File: src/smart_card_pkg.sv
`default_nettype none
package smart_card_pkg;
  // Register offsets
  localparam logic [2:0] OFF_MODE = 3'h0;
  localparam logic [2:0] OFF_DIV = 3'h1;
  localparam logic [2:0] OFF_CTRL = 3'h2;
  localparam logic [2:0] OFF_TXD = 3'h3;
  localparam logic [2:0] OFF_STAT = 3'h4;
  localparam logic [2:0] OFF_RXD = 3'h5;
  localparam logic [2:0] OFF_SCMR = 3'h6;
  localparam logic [2:0] OFF_PORT = 3'h7;
  // Field positions
  localparam int MODE_GM = 7;
  localparam int MODE_ODD = 4;
  localparam int CTRL_TE = 5;
  localparam int CTRL_RE = 4;
  localparam int CTRL_CLOCK_OUT_SEL1 = 1;
  localparam int CTRL_CLOCK_OUT_SEL0 = 0;
  localparam int STAT_TDRE = 7;
  localparam int STAT_RDRF = 6;
  localparam int STAT_ORER = 5;
  localparam int STAT_ERS = 4;
  localparam int STAT_PER = 3;
  localparam int SCMR_DIR = 3;
  localparam int SCMR_INV = 2;
  localparam int SCMR_EN = 0;
  localparam int PORT_SCK_IO = 3;
  localparam int PORT_SCK_DT = 2;
  // Reset values
  localparam logic [7:0] MODE_RST = 8'h00;
  localparam logic [7:0] DIV_RST = 8'hFF;
  localparam logic [7:0] CTRL_RST = 8'h00;
  localparam logic [7:0] TXD_RST = 8'hFF;
  localparam logic [7:0] SCMR_RST = 8'h00;
  localparam logic [7:0] PORT_RST = 8'h00;
  // Baud generator: one card clock half period per tick, 372 ticks per half etu
  localparam logic [8:0] HALF_ETU_LAST = 9'h173;
  // Frame timing in half etu counted from the start bit edge
  localparam logic [4:0] H_PARITY_END = 5'h14;
  localparam logic [4:0] H_RX_EVAL = 5'h13;
  localparam logic [4:0] H_NACK_START = 5'h14;
  localparam logic [4:0] H_ERR_SAMPLE = 5'h15;
  localparam logic [4:0] H_NACK_END = 5'h16;
  localparam logic [4:0] H_GUARD = 5'h17;
  localparam logic [4:0] H_TRANSMIT_END_FLAG_GM1 = 5'h15;
  localparam logic [4:0] H_TRANSMIT_END_FLAG_GM0 = 5'h18;
  localparam logic [4:0] H_RETRY = 5'h1A;
  localparam logic [4:0] H_LAST_BIT = 5'h12;
  localparam logic [4:0] H_MAX = 5'h1F;

  typedef enum logic {TX_IDLE, TX_FRAME} tx_state_t;
  typedef enum logic [1:0] {RX_IDLE, RX_FRAME, RX_NACK} rx_state_t;

  typedef struct packed {
    logic [1:0] prescale;
    logic [7:0] divisor;
  } baud_cfg_t;
endpackage : smart_card_pkg
`default_nettype wire
File: src/smart_card_async_interface.sv
`timescale 1ns/1ns
`default_nettype none
module smart_card_async_interface (
  // Clock and reset
  input wire logic clk,
  input wire logic resetn,
  // Register port
  input wire logic [2:0] addr,
  input wire logic [7:0] wdata,
  input wire logic wr,
  input wire logic rd,
  output logic [7:0] rdata,
  // Shared open-drain data line
  input wire logic sd_in,
  output logic sd_out,
  output logic sd_oe,
  // Card clock pin
  output logic sck_out,
  output logic sck_oe
);
  logic [7:0] mode, divisor, ctrl, txd, scmr, port, rxd;
  logic [7:0] next_mode, next_divisor, next_ctrl, next_txd, next_scmr, next_port, next_rxd;
  logic tdre, rdrf, orer, error_signal_status, per, transmit_end_flag;
  logic next_tdre, next_rdrf, next_orer, next_ers, next_per, next_transmit_end_flag;
  logic [7:0] next_rdata;
  smart_card_pkg::tx_state_t tx_state, next_tx_state;
  smart_card_pkg::rx_state_t rx_state, next_rx_state;
  logic [4:0] tx_h, next_tx_h, rx_h, next_rx_h;
  logic [9:0] tx_bits, next_tx_bits;
  logic [8:0] rx_bits, next_rx_bits;
  logic tx_err, next_tx_err;
  logic tx_load, transmit_end_flag_evt, ers_evt, rx_done, realign, pending;
  logic tx_drive, rx_drive, rx_perr_now;
  logic [7:0] rx_line, rx_data;
  logic sck_phase, next_sck_phase, next_sd_oe, next_sck_out, next_sck_oe;
  logic sck_tick, half_etu;
  logic en, gm, odd, te, re, dir, inv, stat_clr;

  function automatic logic [7:0] bit_rev(input logic [7:0] d);
    logic [7:0] r;
    for (int i = 0; i < 8; i++) begin
      r[i] = d[7 - i];
    end
    return r;
  endfunction : bit_rev

  // Line-level frame: start, ordered and inverted data, parity over line data bits
  function automatic logic [9:0] tx_frame(input logic [7:0] d, input logic rev, input logic flip,
                                          input logic par_odd);
    logic [7:0] l;
    l = (rev ? bit_rev(d) : d) ^ {8{flip}};
    return {^l ^ par_odd, l, 1'b0};
  endfunction : tx_frame

  assign en = scmr[smart_card_pkg::SCMR_EN];
  assign dir = scmr[smart_card_pkg::SCMR_DIR];
  assign inv = scmr[smart_card_pkg::SCMR_INV];
  assign gm = mode[smart_card_pkg::MODE_GM];
  assign odd = mode[smart_card_pkg::MODE_ODD];
  assign te = ctrl[smart_card_pkg::CTRL_TE];
  assign re = ctrl[smart_card_pkg::CTRL_RE];

  // Only internal timing; no external clock input exists
  smart_card_baud u_baud (
    .clk(clk),
    .resetn(resetn),
    .run(en),
    .realign(realign),
    .cfg({mode[1:0], divisor}),
    .sck_tick(sck_tick),
    .half_etu(half_etu)
  );

  // Transmitter
  always_comb begin
    next_tx_state = tx_state;
    next_tx_h = tx_h;
    next_tx_bits = tx_bits;
    next_tx_err = tx_err;
    tx_load = 1'b0;
    transmit_end_flag_evt = 1'b0;
    ers_evt = 1'b0;
    pending = en && te && !tdre;
    if (half_etu && tx_state == smart_card_pkg::TX_FRAME && tx_h != smart_card_pkg::H_MAX) begin
      next_tx_h = tx_h + 5'h01;
    end
    unique case (tx_state)
      smart_card_pkg::TX_IDLE: begin
        if (half_etu && pending) begin
          tx_load = 1'b1;
        end
      end
      smart_card_pkg::TX_FRAME: begin
        if (half_etu) begin
          // Error window sampled at 11.0 etu, the centre of the pulse
          if (tx_h == smart_card_pkg::H_ERR_SAMPLE && !sd_in) begin
            next_tx_err = 1'b1;
            ers_evt = 1'b1;
          end
          if (gm && tx_h == smart_card_pkg::H_TRANSMIT_END_FLAG_GM1 && sd_in && tdre) begin
            transmit_end_flag_evt = 1'b1;
          end
          if (!gm && tx_h == smart_card_pkg::H_TRANSMIT_END_FLAG_GM0 && !tx_err && tdre) begin
            transmit_end_flag_evt = 1'b1;
          end
          if (tx_err) begin
            if (tx_h == smart_card_pkg::H_RETRY) begin
              next_tx_h = 5'h00;
              next_tx_err = 1'b0;
            end
          end else if (tx_h >= smart_card_pkg::H_GUARD && pending) begin
            tx_load = 1'b1;
          end else if (tx_h == smart_card_pkg::H_TRANSMIT_END_FLAG_GM0) begin
            next_tx_state = smart_card_pkg::TX_IDLE;
          end
        end
      end
    endcase
    if (tx_load) begin
      next_tx_state = smart_card_pkg::TX_FRAME;
      next_tx_h = 5'h00;
      next_tx_bits = tx_frame(txd, dir, inv, odd);
    end
    if (!en || !te) begin
      next_tx_state = smart_card_pkg::TX_IDLE;
      next_tx_err = 1'b0;
    end
  end

  // Drive only zeros; ones and the post-parity time leave the line to the pull-up
  assign tx_drive = tx_state == smart_card_pkg::TX_FRAME && tx_h < smart_card_pkg::H_PARITY_END
                    && !tx_bits[tx_h[4:1]];

  always_ff @(posedge clk or negedge resetn) begin
    if (!resetn) begin
      tx_state <= smart_card_pkg::TX_IDLE;
      tx_h <= 5'h00;
      tx_bits <= 10'h3FF;
      tx_err <= 1'b0;
    end else begin
      tx_state <= next_tx_state;
      tx_h <= next_tx_h;
      tx_bits <= next_tx_bits;
      tx_err <= next_tx_err;
    end
  end

  // Receiver; during own transmission the etu phase is already aligned (loopback)
  assign rx_perr_now = ^rx_bits ^ odd;
  assign rx_line = rx_bits[7:0] ^ {8{inv}};
  assign rx_data = dir ? bit_rev(rx_line) : rx_line;
  assign rx_drive = rx_state == smart_card_pkg::RX_NACK;

  always_comb begin
    next_rx_state = rx_state;
    next_rx_h = rx_h;
    next_rx_bits = rx_bits;
    rx_done = 1'b0;
    realign = 1'b0;
    if (half_etu && rx_state != smart_card_pkg::RX_IDLE) begin
      next_rx_h = rx_h + 5'h01;
    end
    unique case (rx_state)
      smart_card_pkg::RX_IDLE: begin
        if (en && re && !sd_in) begin
          next_rx_state = smart_card_pkg::RX_FRAME;
          next_rx_h = 5'h00;
          realign = tx_state == smart_card_pkg::TX_IDLE;
        end
      end
      smart_card_pkg::RX_FRAME: begin
        if (half_etu) begin
          if (!rx_h[0] && rx_h <= smart_card_pkg::H_LAST_BIT) begin
            if (rx_h == 5'h00) begin
              if (sd_in) begin
                next_rx_state = smart_card_pkg::RX_IDLE;
              end
            end else begin
              next_rx_bits[rx_h[4:1] - 4'h1] = sd_in;
            end
          end
          if (rx_h == smart_card_pkg::H_RX_EVAL) begin
            rx_done = 1'b1;
          end
          if (rx_h == smart_card_pkg::H_NACK_START) begin
            next_rx_state = rx_perr_now ? smart_card_pkg::RX_NACK : smart_card_pkg::RX_IDLE;
          end
        end
      end
      smart_card_pkg::RX_NACK: begin
        if (half_etu && rx_h == smart_card_pkg::H_NACK_END) begin
          next_rx_state = smart_card_pkg::RX_IDLE;
        end
      end
      default: next_rx_state = smart_card_pkg::RX_IDLE;
    endcase
    if (!en || !re) begin
      next_rx_state = smart_card_pkg::RX_IDLE;
    end
  end

  always_ff @(posedge clk or negedge resetn) begin
    if (!resetn) begin
      rx_state <= smart_card_pkg::RX_IDLE;
      rx_h <= 5'h00;
      rx_bits <= 9'h000;
    end else begin
      rx_state <= next_rx_state;
      rx_h <= next_rx_h;
      rx_bits <= next_rx_bits;
    end
  end

  // Status flags: writing 0 clears, transmit_end_flag by a 0 in the TDRE bit; a hardware set in the same cycle wins
  assign stat_clr = wr && addr == smart_card_pkg::OFF_STAT;
  always_comb begin
    next_tdre = (tdre && !(stat_clr && !wdata[smart_card_pkg::STAT_TDRE])) || tx_load;
    next_transmit_end_flag = (transmit_end_flag && !(stat_clr && !wdata[smart_card_pkg::STAT_TDRE])) || transmit_end_flag_evt || (!te && !error_signal_status);
    next_rdrf = (rdrf && !(stat_clr && !wdata[smart_card_pkg::STAT_RDRF])) || rx_done;
    next_orer = (orer && !(stat_clr && !wdata[smart_card_pkg::STAT_ORER])) || (rx_done && rdrf);
    next_ers = (error_signal_status && !(stat_clr && !wdata[smart_card_pkg::STAT_ERS])) || ers_evt;
    next_per = (per && !(stat_clr && !wdata[smart_card_pkg::STAT_PER])) || (rx_done && rx_perr_now);
    next_rxd = (rx_done && !rdrf) ? rx_data : rxd;
  end

  always_ff @(posedge clk or negedge resetn) begin
    if (!resetn) begin
      tdre <= 1'b1;
      transmit_end_flag <= 1'b1;
      rdrf <= 1'b0;
      orer <= 1'b0;
      error_signal_status <= 1'b0;
      per <= 1'b0;
      rxd <= 8'h00;
    end else begin
      tdre <= next_tdre;
      transmit_end_flag <= next_transmit_end_flag;
      rdrf <= next_rdrf;
      orer <= next_orer;
      error_signal_status <= next_ers;
      per <= next_per;
      rxd <= next_rxd;
    end
  end

  // Configuration registers and read port
  always_comb begin
    next_mode = (wr && addr == smart_card_pkg::OFF_MODE) ? wdata : mode;
    next_divisor = (wr && addr == smart_card_pkg::OFF_DIV) ? wdata : divisor;
    next_ctrl = (wr && addr == smart_card_pkg::OFF_CTRL) ? wdata : ctrl;
    next_txd = (wr && addr == smart_card_pkg::OFF_TXD) ? wdata : txd;
    next_scmr = (wr && addr == smart_card_pkg::OFF_SCMR) ? wdata : scmr;
    next_port = (wr && addr == smart_card_pkg::OFF_PORT) ? wdata : port;
    next_rdata = 8'h00;
    if (rd) begin
      unique case (addr)
        smart_card_pkg::OFF_MODE: next_rdata = mode;
        smart_card_pkg::OFF_DIV: next_rdata = divisor;
        smart_card_pkg::OFF_CTRL: next_rdata = ctrl;
        smart_card_pkg::OFF_TXD: next_rdata = txd;
        smart_card_pkg::OFF_STAT: next_rdata = {tdre, rdrf, orer, error_signal_status, per, transmit_end_flag, 2'b00};
        smart_card_pkg::OFF_RXD: next_rdata = rxd;
        smart_card_pkg::OFF_SCMR: next_rdata = scmr;
        smart_card_pkg::OFF_PORT: next_rdata = port;
      endcase
    end
  end

  always_ff @(posedge clk or negedge resetn) begin
    if (!resetn) begin
      mode <= smart_card_pkg::MODE_RST;
      divisor <= smart_card_pkg::DIV_RST;
      ctrl <= smart_card_pkg::CTRL_RST;
      txd <= smart_card_pkg::TXD_RST;
      scmr <= smart_card_pkg::SCMR_RST;
      port <= smart_card_pkg::PORT_RST;
      rdata <= 8'h00;
    end else begin
      mode <= next_mode;
      divisor <= next_divisor;
      ctrl <= next_ctrl;
      txd <= next_txd;
      scmr <= next_scmr;
      port <= next_port;
      rdata <= next_rdata;
    end
  end

  // Pins; the clock phase runs free so gating it never changes its duty
  always_comb begin
    next_sck_phase = (en && sck_tick) ? !sck_phase : sck_phase;
    next_sd_oe = en && (tx_drive || rx_drive);
    next_sck_out = port[smart_card_pkg::PORT_SCK_DT];
    next_sck_oe = port[smart_card_pkg::PORT_SCK_IO];
    if (en) begin
      if (ctrl[smart_card_pkg::CTRL_CLOCK_OUT_SEL0]) begin
        next_sck_out = sck_phase;
        next_sck_oe = 1'b1;
      end else if (gm) begin
        next_sck_out = ctrl[smart_card_pkg::CTRL_CLOCK_OUT_SEL1];
        next_sck_oe = 1'b1;
      end
    end
  end

  always_ff @(posedge clk or negedge resetn) begin
    if (!resetn) begin
      sck_phase <= 1'b0;
      sd_oe <= 1'b0;
      sd_out <= 1'b0;
      sck_out <= 1'b0;
      sck_oe <= 1'b0;
    end else begin
      sck_phase <= next_sck_phase;
      sd_oe <= next_sd_oe;
      sd_out <= 1'b0;
      sck_out <= next_sck_out;
      sck_oe <= next_sck_oe;
    end
  end
endmodule : smart_card_async_interface
`default_nettype wire

File: src/smart_card_baud.sv
`timescale 1ns/1ns
`default_nettype none
module smart_card_baud (
  // Clock and reset
  input wire logic clk,
  input wire logic resetn,
  // Control
  input wire logic run,
  input wire logic realign,
  input wire smart_card_pkg::baud_cfg_t cfg,
  // Timing pulses
  output logic sck_tick,
  output logic half_etu
);
  logic [14:0] cnt, next_cnt;
  logic [8:0] hc, next_hc;
  logic [14:0] limit;
  logic next_sck_tick, next_half_etu;

  always_comb begin
    // Tick every (N+1)*4^n clocks; 744 ticks make one etu
    limit = 15'(({7'h00, cfg.divisor} + 15'h0001) << {cfg.prescale, 1'b0});
    next_cnt = cnt;
    next_hc = hc;
    next_sck_tick = 1'b0;
    next_half_etu = 1'b0;
    if (!run) begin
      next_cnt = 15'h0000;
      next_hc = 9'h000;
    end else begin
      if (cnt >= limit - 15'h0001) begin
        next_cnt = 15'h0000;
        next_sck_tick = 1'b1;
        if (hc == smart_card_pkg::HALF_ETU_LAST) begin
          next_hc = 9'h000;
          next_half_etu = 1'b1;
        end else begin
          next_hc = hc + 9'h001;
        end
      end else begin
        next_cnt = cnt + 15'h0001;
      end
      // Realign only the etu phase so the card clock duty stays intact
      if (realign) begin
        next_hc = 9'h000;
        next_half_etu = 1'b0;
      end
    end
  end

  always_ff @(posedge clk or negedge resetn) begin
    if (!resetn) begin
      cnt <= 15'h0000;
      hc <= 9'h000;
      sck_tick <= 1'b0;
      half_etu <= 1'b0;
    end else begin
      cnt <= next_cnt;
      hc <= next_hc;
      sck_tick <= next_sck_tick;
      half_etu <= next_half_etu;
    end
  end
endmodule : smart_card_baud
`default_nettype wire

File: config.mk
export PLATFORM = sky130hd
export DESIGN_NAME = smart_card_async_interface
export DESIGN_NICKNAME = d
export VERILOG_FILES = /design/src/smart_card_pkg.sv /design/src/smart_card_async_interface.sv /design/src/smart_card_baud.sv
export SDC_FILE = /design/constraint.sdc
export NUM_CORES = 1
export LEC_CHECK = 0
export BUFFER_PORTS_ARGS = -buffer_cell sky130_fd_sc_hd__buf_2
export CELL_PAD_IN_SITES_DETAIL_PLACEMENT = 1
export CELL_PAD_IN_SITES_GLOBAL_PLACEMENT = 1
export CORE_MARGIN = 3
export CORE_UTILIZATION = 46
export CTS_CLUSTER_DIAMETER = 200
export DETAILED_ROUTE_END_ITERATION = 12
export HOLD_SLACK_MARGIN = 0.05
export PLACE_DENSITY = 0.83
export SKIP_CTS_REPAIR_TIMING = 1
export SYNTH_ARGS = -nofsm -noshare
export SYNTH_HDL_FRONTEND = slang
export SYNTH_HIERARCHICAL = 1
export SYNTH_SLANG_ARGS = --single-unit
File: constraint.sdc
create_clock -name clk -period 4.22 [get_ports clk]
set_input_delay 0.211 -clock clk [delete_from_list [all_inputs] [get_ports clk]]
set_output_delay 0.211 -clock clk [all_outputs]
set_load 0.01 [all_outputs]
After elaboration in Yosys (flattened, before gate mapping)
Cells that the tools add are included.
{"block": "totals", "word_cells": 238, "mem_count": 0, "romBits": 0, "out_inout_bits": 12, "latchBits": 0, "ramBits": 0, "input_bits": 16, "ff_bits": 133}
{"block": "op_classes", "mul": 0, "addsub": 7, "n_mux": 76, "n_shift": 1, "n_reduce_logical": 88, "n_eq_ne": 24, "magnitude_cmp": 7, "bitwise": 6, "n_div": 0}
{"cell": "$pmux W8 S8", "count": 1}
{"cell": "$logic_and A1 B1 Y1", "count": 45}
{"cell": "$mux W5", "count": 9}
{"cell": "$mux W1", "count": 43}
{"cell": "$mux W9", "count": 4}
{"cell": "$eq A5 B5 Y1 const B", "count": 6}
{"cell": "$mux W15", "count": 2}
{"cell": "$mux W8", "count": 3}
{"cell": "$logic_not A1 Y1", "count": 22}
{"cell": "$mux W2", "count": 9}
{"cell": "$xor A8 B8 Y8", "count": 2}
{"cell": "$add A15 B1 Y15 const B", "count": 1}
{"cell": "$ge A15 B15 Y1", "count": 1}
{"cell": "$shl A15 B3 Y15", "count": 1}
{"cell": "$sub A15 B1 Y15 const B", "count": 1}
{"cell": "$eq A3 B3 Y1 const B", "count": 4}
{"cell": "$ne A4 B4 Y1 const B", "count": 3}
{"cell": "$add A5 B1 Y5 const B", "count": 2}
{"cell": "$logic_or A1 B1 Y1", "count": 10}
{"cell": "$lt A4 B5 Y1 const B", "count": 2}
{"cell": "$add A8 B1 Y9 const B", "count": 1}
{"cell": "$add A9 B1 Y9 const B", "count": 1}
{"cell": "$bwmux W9", "count": 1}
{"cell": "$eq A9 B9 Y1 const B", "count": 1}
{"cell": "28 further kinds", "count": 34}

Depth between registers and ports, before layout
Gate-level depths: netlist of run 1.
{"block": "depth", "word_depth": 10, "ltp_mapped": 17}

Hierarchy
The synthesis of run 1 kept the hierarchy.
{"mod": "smart_card_async_interface", "seq_area_each_um2": 2712.6, "cells_per_inst": 470, "instances": 1, "area_per_inst_um2": 5637.9}
{"mod": "smart_card_baud", "seq_area_each_um2": 650.6, "cells_per_inst": 338, "instances": 1, "area_per_inst_um2": 2752.6}

Worst setup path after synthesis of run 1
Ideal clock, no wire load.
{"block": "synth_path", "kind": "register to register", "start": "reg divisor[1]", "end": "reg u_baud.hc[8]", "stages_incl_launch_ff": 17, "period_less_slack_ps": 3887, "n_path_buf": 2, "slack_ps": 333, "arrival_ps": 3764, "setup_time_ps": 123, "path_cell_list": "dfstp_2 > ha_1 > buf_4 > nand4_2 > a32oi_1 > nand3_2 > nor4b_4 > nand4_1 > mux2_1 > ha_1 > a21o_1 > a21o_1 > a21oi_1 > o311a_1 > clkbuf_1 > nor3_1 > o221a_2"}
{"block": "synth_via", "elab_chain_cells": 5}
{"element": "start: declaration", "line_no": "smart_card_async_interface.sv:21", "source": "logic [7:0] mode, divisor, ctrl, txd, scmr, port, rxd;"}
{"element": "start signal: assignment", "line_no": "smart_card_async_interface.sv:272", "source": "divisor <= smart_card_pkg::DIV_RST;"}
{"element": "start signal: assignment", "line_no": "smart_card_async_interface.sv:280", "source": "divisor <= next_divisor;"}
{"element": "$add A8 B1 Y9", "line_no": "smart_card_baud.sv:22", "source": "limit = 15'(({7'h00, cfg.divisor} + 15'h0001) << {cfg.prescale, 1'b0});"}
{"element": "$shl A15 B3 Y15", "line_no": "smart_card_baud.sv:22"}
{"element": "$sub A15 B1 Y15", "line_no": "smart_card_baud.sv:31", "source": "if (cnt >= limit - 15'h0001) begin"}
{"element": "$ge A15 B15 Y1", "line_no": "smart_card_baud.sv:31"}
{"element": "$ne A3 B1 Y1 (no line)"}
{"element": "end signal: assignment", "line_no": "smart_card_baud.sv:59", "source": "hc <= next_hc;"}
{"element": "end: declaration", "line_no": "smart_card_baud.sv:16", "source": "logic [8:0] hc, next_hc;"}
No other way between the ends.
A chain may end at the register's enable or synchronous reset.

Final worst setup path of run 1
{"block": "layout_path", "start": "reg divisor[0]", "end": "reg u_baud.hc[7]"}
The elaborated chain is that of the path after synthesis.

==> results.txt, run 1 <==
----------------------------------------------------
[Critical path]
  Type of origin of the critical path ... flip-flop
  Family with the most delay on the worst path ... compound AO/OA/AOI/OAI gates
  Worst Path Class, Setup ... flip-flop to flip-flop
  WP data required ... 4500 ps
  List of cells traversed by the critical path ... buf_4, and2_2, a41oi_2, o31ai_4, nor4b_4, buf_4, nand4b_1, mux2_1, ha_1, nand4_1, o31a_1, buf_4, o311ai_0, o31ai_1
  Peak fanout along the critical path ... 7
  Crit end category ... flip-flop
  Delay contributed by the slowest stage of the critical path ... 570 ps
  Number of buffers and inverters on the critical path ... 3
  Slowest cell on the critical path ... sky130_fd_sc_hd__dfstp_2
  Crit path top cell by count ... sky130_fd_sc_hd__buf_4
  Arrival time at the worst endpoint ... 4390 ps

[Detailed routing]
  Number of vias in the routed layout ... 6883
  Routed length per instance ... 24.1 um
  Post-route antenna net violation count ... 0
  Total wirelength of the detailed-routed design ... 25.9 mm
  Initial detailed-routing violation count ... 442
  DRC violation count after routing ... 0
  Vias per inst ... 6.40
  Detailed Routing Iterations Pass 1 ... 6

[Yosys]
  Ys Warns ... 6
  Combined area of all synthesized cells ... 8390 um2
  Number of enable-type register cells in the synthesized netlist ... 0
  Number of different library cells in the post-synthesis netlist ... 91
  Xor-xnor portion of the synthesized cell area ... 0.0670
  Cells after Synth ... 808
  Post-Synth Simple-Gate Area ... 0.169
  Net count after synthesis ... 851
  Post-synthesis mux area share ... 0.155
  Dominant combinational cell family by area after synthesis ... simple AND/OR/NAND/NOR gates
  Adder-cell share of the synthesized area ... 0.0403
  Async set-or-reset flop fraction in the synthesized netlist ... 1.00
  Sequential-to-total area share from yosys stat ... 0.401
  Dominant synthesized flop cell ... sky130_fd_sc_hd__dfrtp_1
  Count of state elements after synthesis ... 133
  Share of the synthesized area in compound gates (AO/OA/AOI/OAI) ... 0.127
  Post-synthesis average cell area ... 10.4 um2

[Global routing]
  Global route overflow ... 0
  GRT Overall Usage ... 0.262
  Antenna violations before repair ... 0
  Pin count of the biggest net entering global routing ... 104
  Via count of the first global-routing pass ... 7337
  First-pass GRT wire length ... 41.4 mm

[STA]
  Fin. Hold Viols ... 0
  Smallest hold slack ... 93.1 ps
  Relative slew margins ... 0.344
  Actual transition at the worst max-transition pin ... 984 ps
  Number of max-slew violations in the final report ... 0
  Ratio of final minimum period to clock period ... 0.974
  Min cycle time layout ... 4110 ps
  Clock tree skew after final layout ... 14.6 ps
  Fmax ... 243 MHz
  Final setup vio count ... 0

[Power]
  Leakage power of the design ... 4.07 nW
  PwrDens ... 484 nW/um2
  Total power consumption of the routed design ... 0.00456 W
  Maximum resistive drop on vdd ... 0.000283 V

[Clocking]
  Clock Path Buffers ... 2
  Number of H-tree branching levels ... 4
  Clock sinks ... 133
  Library cell used as clock root buffer ... sky130_fd_sc_hd__clkbuf_16
  TritonCTS clock tree ... built
  Clock Pin Slew Worst Setup and Hold Paths ... 70 ps
  Clk_lat worst skew ... 430 ps
  CTS buffer count ... 17

[Layout]
  Commonest non-fill, non-tap cells in the layout ... sky130_fd_sc_hd__dfrtp_1, sky130_fd_sc_hd__mux2_2, sky130_fd_sc_hd__nand2_1
  Number of fill cells in the layout ... 1921
  Net count reported at finish ... 881
  Antenna cell count ... 0
  Area growth from synthesis to layout ... 12.3%
  Fraction of final layout cells sized beyond drive strength 1 ... 0.281
  Most common library cell in the layout ignoring fill and taps ... sky130_fd_sc_hd__dfrtp_1

[Floorplan]
  Die area ... 19900 um2
  Row cnt ... 48
  Total I/O pin count ... 28
  Die Width ... 141 um
  Initial cell density of the core ... 0.477
  Floorplan die height ... 141 um
  Core area ... 17600 um2

[Status]
  Run status ... finished, final reports clean

[Placement]
  Quantity of I/O buffers inserted on ports ... 26
  Final HPWL from detailed placement ... 16.3 mm
  Routability cong. ... 0.883

[Worst hold path]
  Worst min-delay path category ... primary input to flip-flop

[Job]
  Maxcap violations ... 0

----------------------------------------------------
==> state kept, by name, indices dropped and copies added, names as in the netlist, 8 cells and up <==
name and count:
u_baud/cnt 15, tx_bits 10, rx_bits 9, u_baud/hc 9
ctrl 8, divisor 8, mode 8, port 8
rdata 8, rxd 8, scmr 8, txd 8
==> through the flow <==
step | instance area (um2) | worst slack [ps] | TNS [ps] | cells | utilization
after floorplan | 8390 | 333 | 0 | 808 | -
after global placement | 8710 | 189 | 0 | 1035 | 0.495
final | 9420 | 111 | 0 | 1076 | 0.535
after CTS | 9260 | 10.4 | 0 | 1067 | 0.526
after global routing | 9420 | -77.9 | -242 | 1076 | 0.535
after detailed placement | 8710 | 74.7 | 0 | 1035 | 0.495
==> area by class of cell <==
type	instances	area [um2]	share of cell area
flip-flops and latches	133	3360	0.357
clock buffers	18	439	0.0466
inverters	17	63.8	0.00677
multi-input cells	612	4790	0.508
well taps	225	282	0.0299
repair buffers	57	372	0.0394
clock inverters	14	115	0.0122
==> report_power, final <==
part           leakage, nW  switching, W  internal [W]
Sequential            1.66      0.000246       0.00145
Combinational         2.13      0.000804      0.000643
Clock                0.269      0.000641      0.000783
==> Yosys cell counts (all sizes together) (8+ instances only) <==
cell type / instances / share of area
nor3: 17 / 0.011
ha: 27 / 0.040
clkbuf: 15 / 0.0070
a21o: 9 / 0.0081
dfstp: 28 / 0.088
inv: 16 / 0.0072
nand2b: 12 / 0.0089
o31ai: 8 / 0.0078
nand3: 25 / 0.016
nor2: 60 / 0.027
a21oi: 20 / 0.012
xor2: 20 / 0.021
dfrtp: 105 / 0.31
and3: 11 / 0.0084
nand4: 16 / 0.013
buf: 31 / 0.025
nor2b: 9 / 0.0067
nand2: 63 / 0.028
and2: 10 / 0.0075
o21ai: 41 / 0.024
xnor2: 39 / 0.041
mux2: 80 / 0.11
mux2i: 26 / 0.031
==> cells by family (layout without fill, tap and decap cells) <==
logic type | Yosys count | in the layout
other | 1 | 1
buffers and inverters | 63 | 106
xor gates and xnor gates | 61 | 61
and+or+nand+nor | 265 | 265
muxes | 111 | 111
AOI/OAI and AO/OA | 147 | 147
adders and majority gates | 27 | 27
DFF | 133 | 133
==> routing by layer <==
metal,GRT usage,routed length (um),up-vias
met2,0.438,12900,246
li1,-,-,3012
met4,0.104,753,0
met5,0,0,-
met1,0.338,10900,3556
met3,0.0502,1330,69
==> worst register-to-register path: cells and delay by family (launching register included) <==
kind	cells	cell delay, ps
simple gates	4	750
buf+inv	3	520
mux	1	360
fa+ha+maj	1	310
flops	1	570
compound gates	5	1450
==> worst paths after layout <==
| kind | start | endpoint | cells after the start | slack [ps] |
|---|---|---|---|---|
| max | divisor[0] | u_baud/hc[7] | 14 | 110 |
| min | wdata[5] | divisor[5] | 3 | 90 |
| max reg2reg | divisor[0] | u_baud/hc[7] | 14 | 110 |
| min reg2reg | mode[2] | mode[2] | 1 | 510 |
| max in group asynchronous | resetn | u_baud/cnt[6] | 3 | 2750 |
| min in group asynchronous | resetn | tx_h[2] | 2 | 450 |
(Power assumes the default switching activity.)
==> run 2: changes to the inputs <==
Settings changed: REMOVE_ABC_BUFFERS set to 1, SYNTH_HIERARCHICAL 1 to unset.
==> results.txt, run 2 <==
----------------------------------------------------
[Detailed routing]
  Detailed Routing Iterations Pass 1 ... 5 (-1)
  DRC violation count after routing ... 0 (unchanged)
  Total wirelength of the detailed-routed design ... 24.7 mm (-4.8%)
  Initial detailed-routing violation count ... 422 (-4.5%)
  Number of vias in the routed layout ... 6516 (-5.3%)
  Post-route antenna net violation count ... 0 (unchanged)
  Vias per inst ... 6.19 (-3.2%)
  Routed length per instance ... 23.4 um (-2.6%)

[Yosys]
  Ys Warns ... 0 (-6)
  Dominant synthesized flop cell ... sky130_fd_sc_hd__dfrtp_1
  Count of state elements after synthesis ... 133 (unchanged)
  Area share of the leading cell type in the synthesized netlist ... 0.331 (+0.0181)
  Sequential-to-total area share from yosys stat ... 0.424 (+0.0232)
  Cell type contributing the most total cell area after synthesis ... sky130_fd_sc_hd__dfrtp_1
  Cell with the most instances after synthesis ... sky130_fd_sc_hd__dfrtp_1
  Top post-synthesis cells by area ... sky130_fd_sc_hd__dfrtp_1, sky130_fd_sc_hd__dfstp_2, sky130_fd_sc_hd__mux2_2
  Post-synthesis average cell area ... 10.1 um2 (-2.8%)
  Number of enable-type register cells in the synthesized netlist ... 0 (unchanged)
  Synth top cells by count ... sky130_fd_sc_hd__dfrtp_1, sky130_fd_sc_hd__nor2_1, sky130_fd_sc_hd__nand2_1
  Cells after Synth ... 786 (-2.7%)
  Number of different library cells in the post-synthesis netlist ... 68 (-25%)
  Combined area of all synthesized cells ... 7930 um2 (-5.5%)
  Async set-or-reset flop fraction in the synthesized netlist ... 1.00 (unchanged)

[Global routing]
  GR Util met1 ... 0.315 (-0.0228)
  Met3 track demand over resource in global routing ... 0.0610 (+0.0108)
  Via count of the first global-routing pass ... 7047 (-4.0%)
  Most utilized layer in the global route result ... met2
  First-pass GRT wire length ... 38.5 mm (-7.0%)
  Antenna violations before repair ... 2 (+2)
  Global Route met2 Usage ... 0.464 (+0.0268)
  GRT Overall Usage ... 0.266 (+0.00311)
  Pin count of the biggest net entering global routing ... 99 (-4.8%)
  Global route overflow ... 0 (unchanged)

[STA]
  Number of max-slew violations in the final report ... 0 (unchanged)
  Relative slew margins ... 0.331 (-0.0123)
  Ratio of final minimum period to clock period ... 1.02 (+0.0414)
  Min cycle time layout ... 4280 ps (+175 ps)
  Final setup vio count ... 12 (+12)
  Setup repair after global routing missed its margin ... yes
  Smallest hold slack ... 89.4 ps (-3.67 ps)
  Final worst slack ... -63.7 ps (-175 ps)
  Fmax ... 233 MHz (-4.1%)
  Fin. Hold Viols ... 0 (unchanged)
  Setup tns final ... -415 ps (-415 ps)
  Clock tree skew after final layout ... 10.4 ps (-4.17 ps)
  Actual transition at the worst max-transition pin ... 1000 ps (+18.4 ps)

[Critical path]
  Number of buffers and inverters on the critical path ... 1 (-2)
  Crit path top cell by count ... sky130_fd_sc_hd__ha_4
  Delay contributed by the slowest stage of the critical path ... 560 ps (about the same)
  Worst R2R Path Depth ... 15 (+1)
  Worst R2R End ... u_baud.hc[7]
  Peak fanout along the critical path ... 7 (unchanged)
  Slowest cell on the critical path ... sky130_fd_sc_hd__dfstp_2
  List of cells traversed by the critical path ... ha_4, nand4_4, and3_4, or3_4, o21bai_4, o32a_4, or4b_4, a31oi_4, ha_4, nand4_1, o21ai_2, buf_4, a21oi_4, or4_4, a21oi_2
  Critical Path End ... u_baud.hc[7]
  WP data required ... 4570 ps (+70 ps)
  Launching element of the worst setup path ... divisor[1]
  Type of origin of the critical path ... flip-flop
  Minimum setup slack among reg-to-reg paths ... -60 ps (-170 ps)
  Worst Path Class, Setup ... flip-flop to flip-flop
  Arrival time at the worst endpoint ... 4630 ps (+240 ps)
  Crit end category ... flip-flop
  Worst path depth ... 15 (+1)
  Family with the most delay on the worst path ... simple AND/OR/NAND/NOR gates
  Launch point of the worst reg-to-reg path ... divisor[1]

[Power]
  Power share of the clock group ... 0.357 (+0.045)
  PwrDens ... 519 nW/um2 (+7.2%)
  Leakage power of the design ... 3.91 nW (-3.9%)
  Sw Pwr ... 0.00163 W (-3.3%)
  Maximum resistive drop on vdd ... 0.000325 V (+15%)
  Gate power share ... 0.284 (-0.033)
  Flop pwr share ... 0.359 (-0.012)
  Internal power consumption ... 0.00313 W (+9.1%)
  Fraction of power spent switching nets ... 0.343 (-0.0277)

[Floorplan]
  Floorplan die height ... 137 um (-2.7%)
  Initial cell density of the core ... 0.475 (-0.00192)
  Die Width ... 137 um (-2.7%)
  Row cnt ... 47 (-2.1%)
  Die area ... 18900 um2 (-5.2%)
  Core area ... 16700 um2 (-5.1%)
  Total I/O pin count ... 28 (unchanged)

[Layout]
  Biggest register ... u_baud.cnt
  Net count reported at finish ... 860 (-2.4%)
  Area growth from synthesis to layout ... 15.8%
  Utilization after layout ... 0.550 (+0.0145)
  Number of flip-flops in the largest register ... 15 (unchanged)
  Registers with the most flip-flops ... u_baud.cnt x15, tx_bits x10
  Fraction of final layout cells sized beyond drive strength 1 ... 0.270 (-0.0110)
  Most common library cell in the layout ignoring fill and taps ... sky130_fd_sc_hd__dfrtp_1
  Commonest non-fill, non-tap cells in the layout ... sky130_fd_sc_hd__dfrtp_1, sky130_fd_sc_hd__nor2_1, sky130_fd_sc_hd__nand2_1, sky130_fd_sc_hd__mux2_2, sky130_fd_sc_hd__o21ai_0

[Placement]
  Routability cong. ... 0.875 (-0.91%)
  Quantity of I/O buffers inserted on ports ... 26 (unchanged)
  Final HPWL from detailed placement ... 15.7 mm (-3.7%)
  Worst Setup Slack post-DPL ... -244 ps (-318 ps)

[Clocking]
  Number of H-tree branching levels ... 4 (unchanged)
  TritonCTS clock tree ... built
  Clk_lat worst skew ... 430 ps (about the same)
  CTS buffer count ... 17 (unchanged)
  Library cell used as clock root buffer ... sky130_fd_sc_hd__clkbuf_16
  Clock sinks ... 133 (unchanged)
  Clock Pin Slew Worst Setup and Hold Paths ... 60 ps (about the same)
  Clock Path Buffers ... 2 (unchanged)

[Worst hold path]
  Worst min-delay path category ... primary input to flip-flop

[Status]
  Run status ... complete, but fails checks
  Violated checks ... setup timing

[Job]
  Maxcap violations ... 0 (unchanged)

----------------------------------------------------
run 2: cell count changes after synthesis, sizes merged, moves of 5 or more:
cell	before	now
a21oi	20	26
and2	10	5
buf	31	12
clkbuf	15	30
mux2	80	64
nor2	60	71
nor3	17	9
nor4b	5	0
o21ai	41	60
o221a	6	1
o311ai	5	0
xnor2	39	44
run 2: logic make-up (layout without fill, tap and decap cells):
| kind of cell | Yosys count | count (layout) | share of synthesized area |
|---|---|---|---|
| simple gates | 255 | 255 | 0.159 |
| compound gates | 145 | 145 | 0.119 |
| flops | 133 | 133 | 0.424 |
| mux | 98 | 98 | 0.145 |
| xor+xnor | 68 | 68 | 0.0751 |
| buf+inv | 59 | 103 | 0.0349 |
| fa+ha+maj | 27 | 27 | 0.0426 |
| other cells | 1 | 3 | 0.000473 |
run 2: worst min-delay path by stage:
stage                         from          end  slack [ps]  cells after the start
after floorplan             resetn      ctrl[0]         -80                      0
after global placement      resetn      rx_h[4]         370                      1
after detailed placement    resetn      rx_h[4]         390                      1
after CTS                   resetn  rx_state[0]         -70                      1
after global routing      wdata[1]   divisor[1]          90                      3
final                     wdata[1]   divisor[1]          90                      3
run 2: final cells by class:
cell class,count,area [um2]
Sequential cell,133,3360
Clock buffer,17,425
Clock inverter,15,241
Fill cell,1829,7520
Tap cell,220,275
Multi-Input combinational cell,594,4450
Antenna cell,2,5.00
Timing Repair Buffer,54,357
Inverter,17,63.8
run 2: power groups by stage:
stage,clock network [W],registers [W],logic (W)
floorplan,0,0.00164,0.000781
global placement,0,0.00169,0.00108
detailed placement,0,0.00171,0.00117
CTS,0.00171,0.00170,0.00121
global route,0.00177,0.00173,0.00146
finish,0.00170,0.00171,0.00135
run 2: through the flow:
| stage | instance area (um2) | cells | total power, W |
|---|---|---|---|
| finish | 9190 | 1052 | 0.00477 |
| global route | 9190 | 1052 | 0.00497 |
| CTS | 8930 | 1040 | 0.00462 |
| detailed placement | 8270 | 1008 | 0.00287 |
| global placement | 8270 | 1008 | 0.00277 |
| floorplan | 7720 | 744 | 0.00242 |
run 2: per-layer routing:
metal  part of all wire  up-vias
li1                   -     2863
met1               0.41     3373
met2               0.51      206
met3              0.045       74
met4              0.035        0
met5                  0        -
run 2: worst reg2reg max path, stage by stage, from the launching register on:
cell,delay (ps)
sky130_fd_sc_hd__dfstp_2,560
sky130_fd_sc_hd__ha_4,200
sky130_fd_sc_hd__nand4_4,110
sky130_fd_sc_hd__and3_4,210
sky130_fd_sc_hd__or3_4,370
sky130_fd_sc_hd__o21bai_4,190
sky130_fd_sc_hd__o32a_4,430
sky130_fd_sc_hd__or4b_4,510
sky130_fd_sc_hd__a31oi_4,190
sky130_fd_sc_hd__ha_4,160
sky130_fd_sc_hd__nand4_1,120
sky130_fd_sc_hd__o21ai_2,250
sky130_fd_sc_hd__buf_4,170
sky130_fd_sc_hd__a21oi_4,40
sky130_fd_sc_hd__or4_4,530
sky130_fd_sc_hd__a21oi_2,160
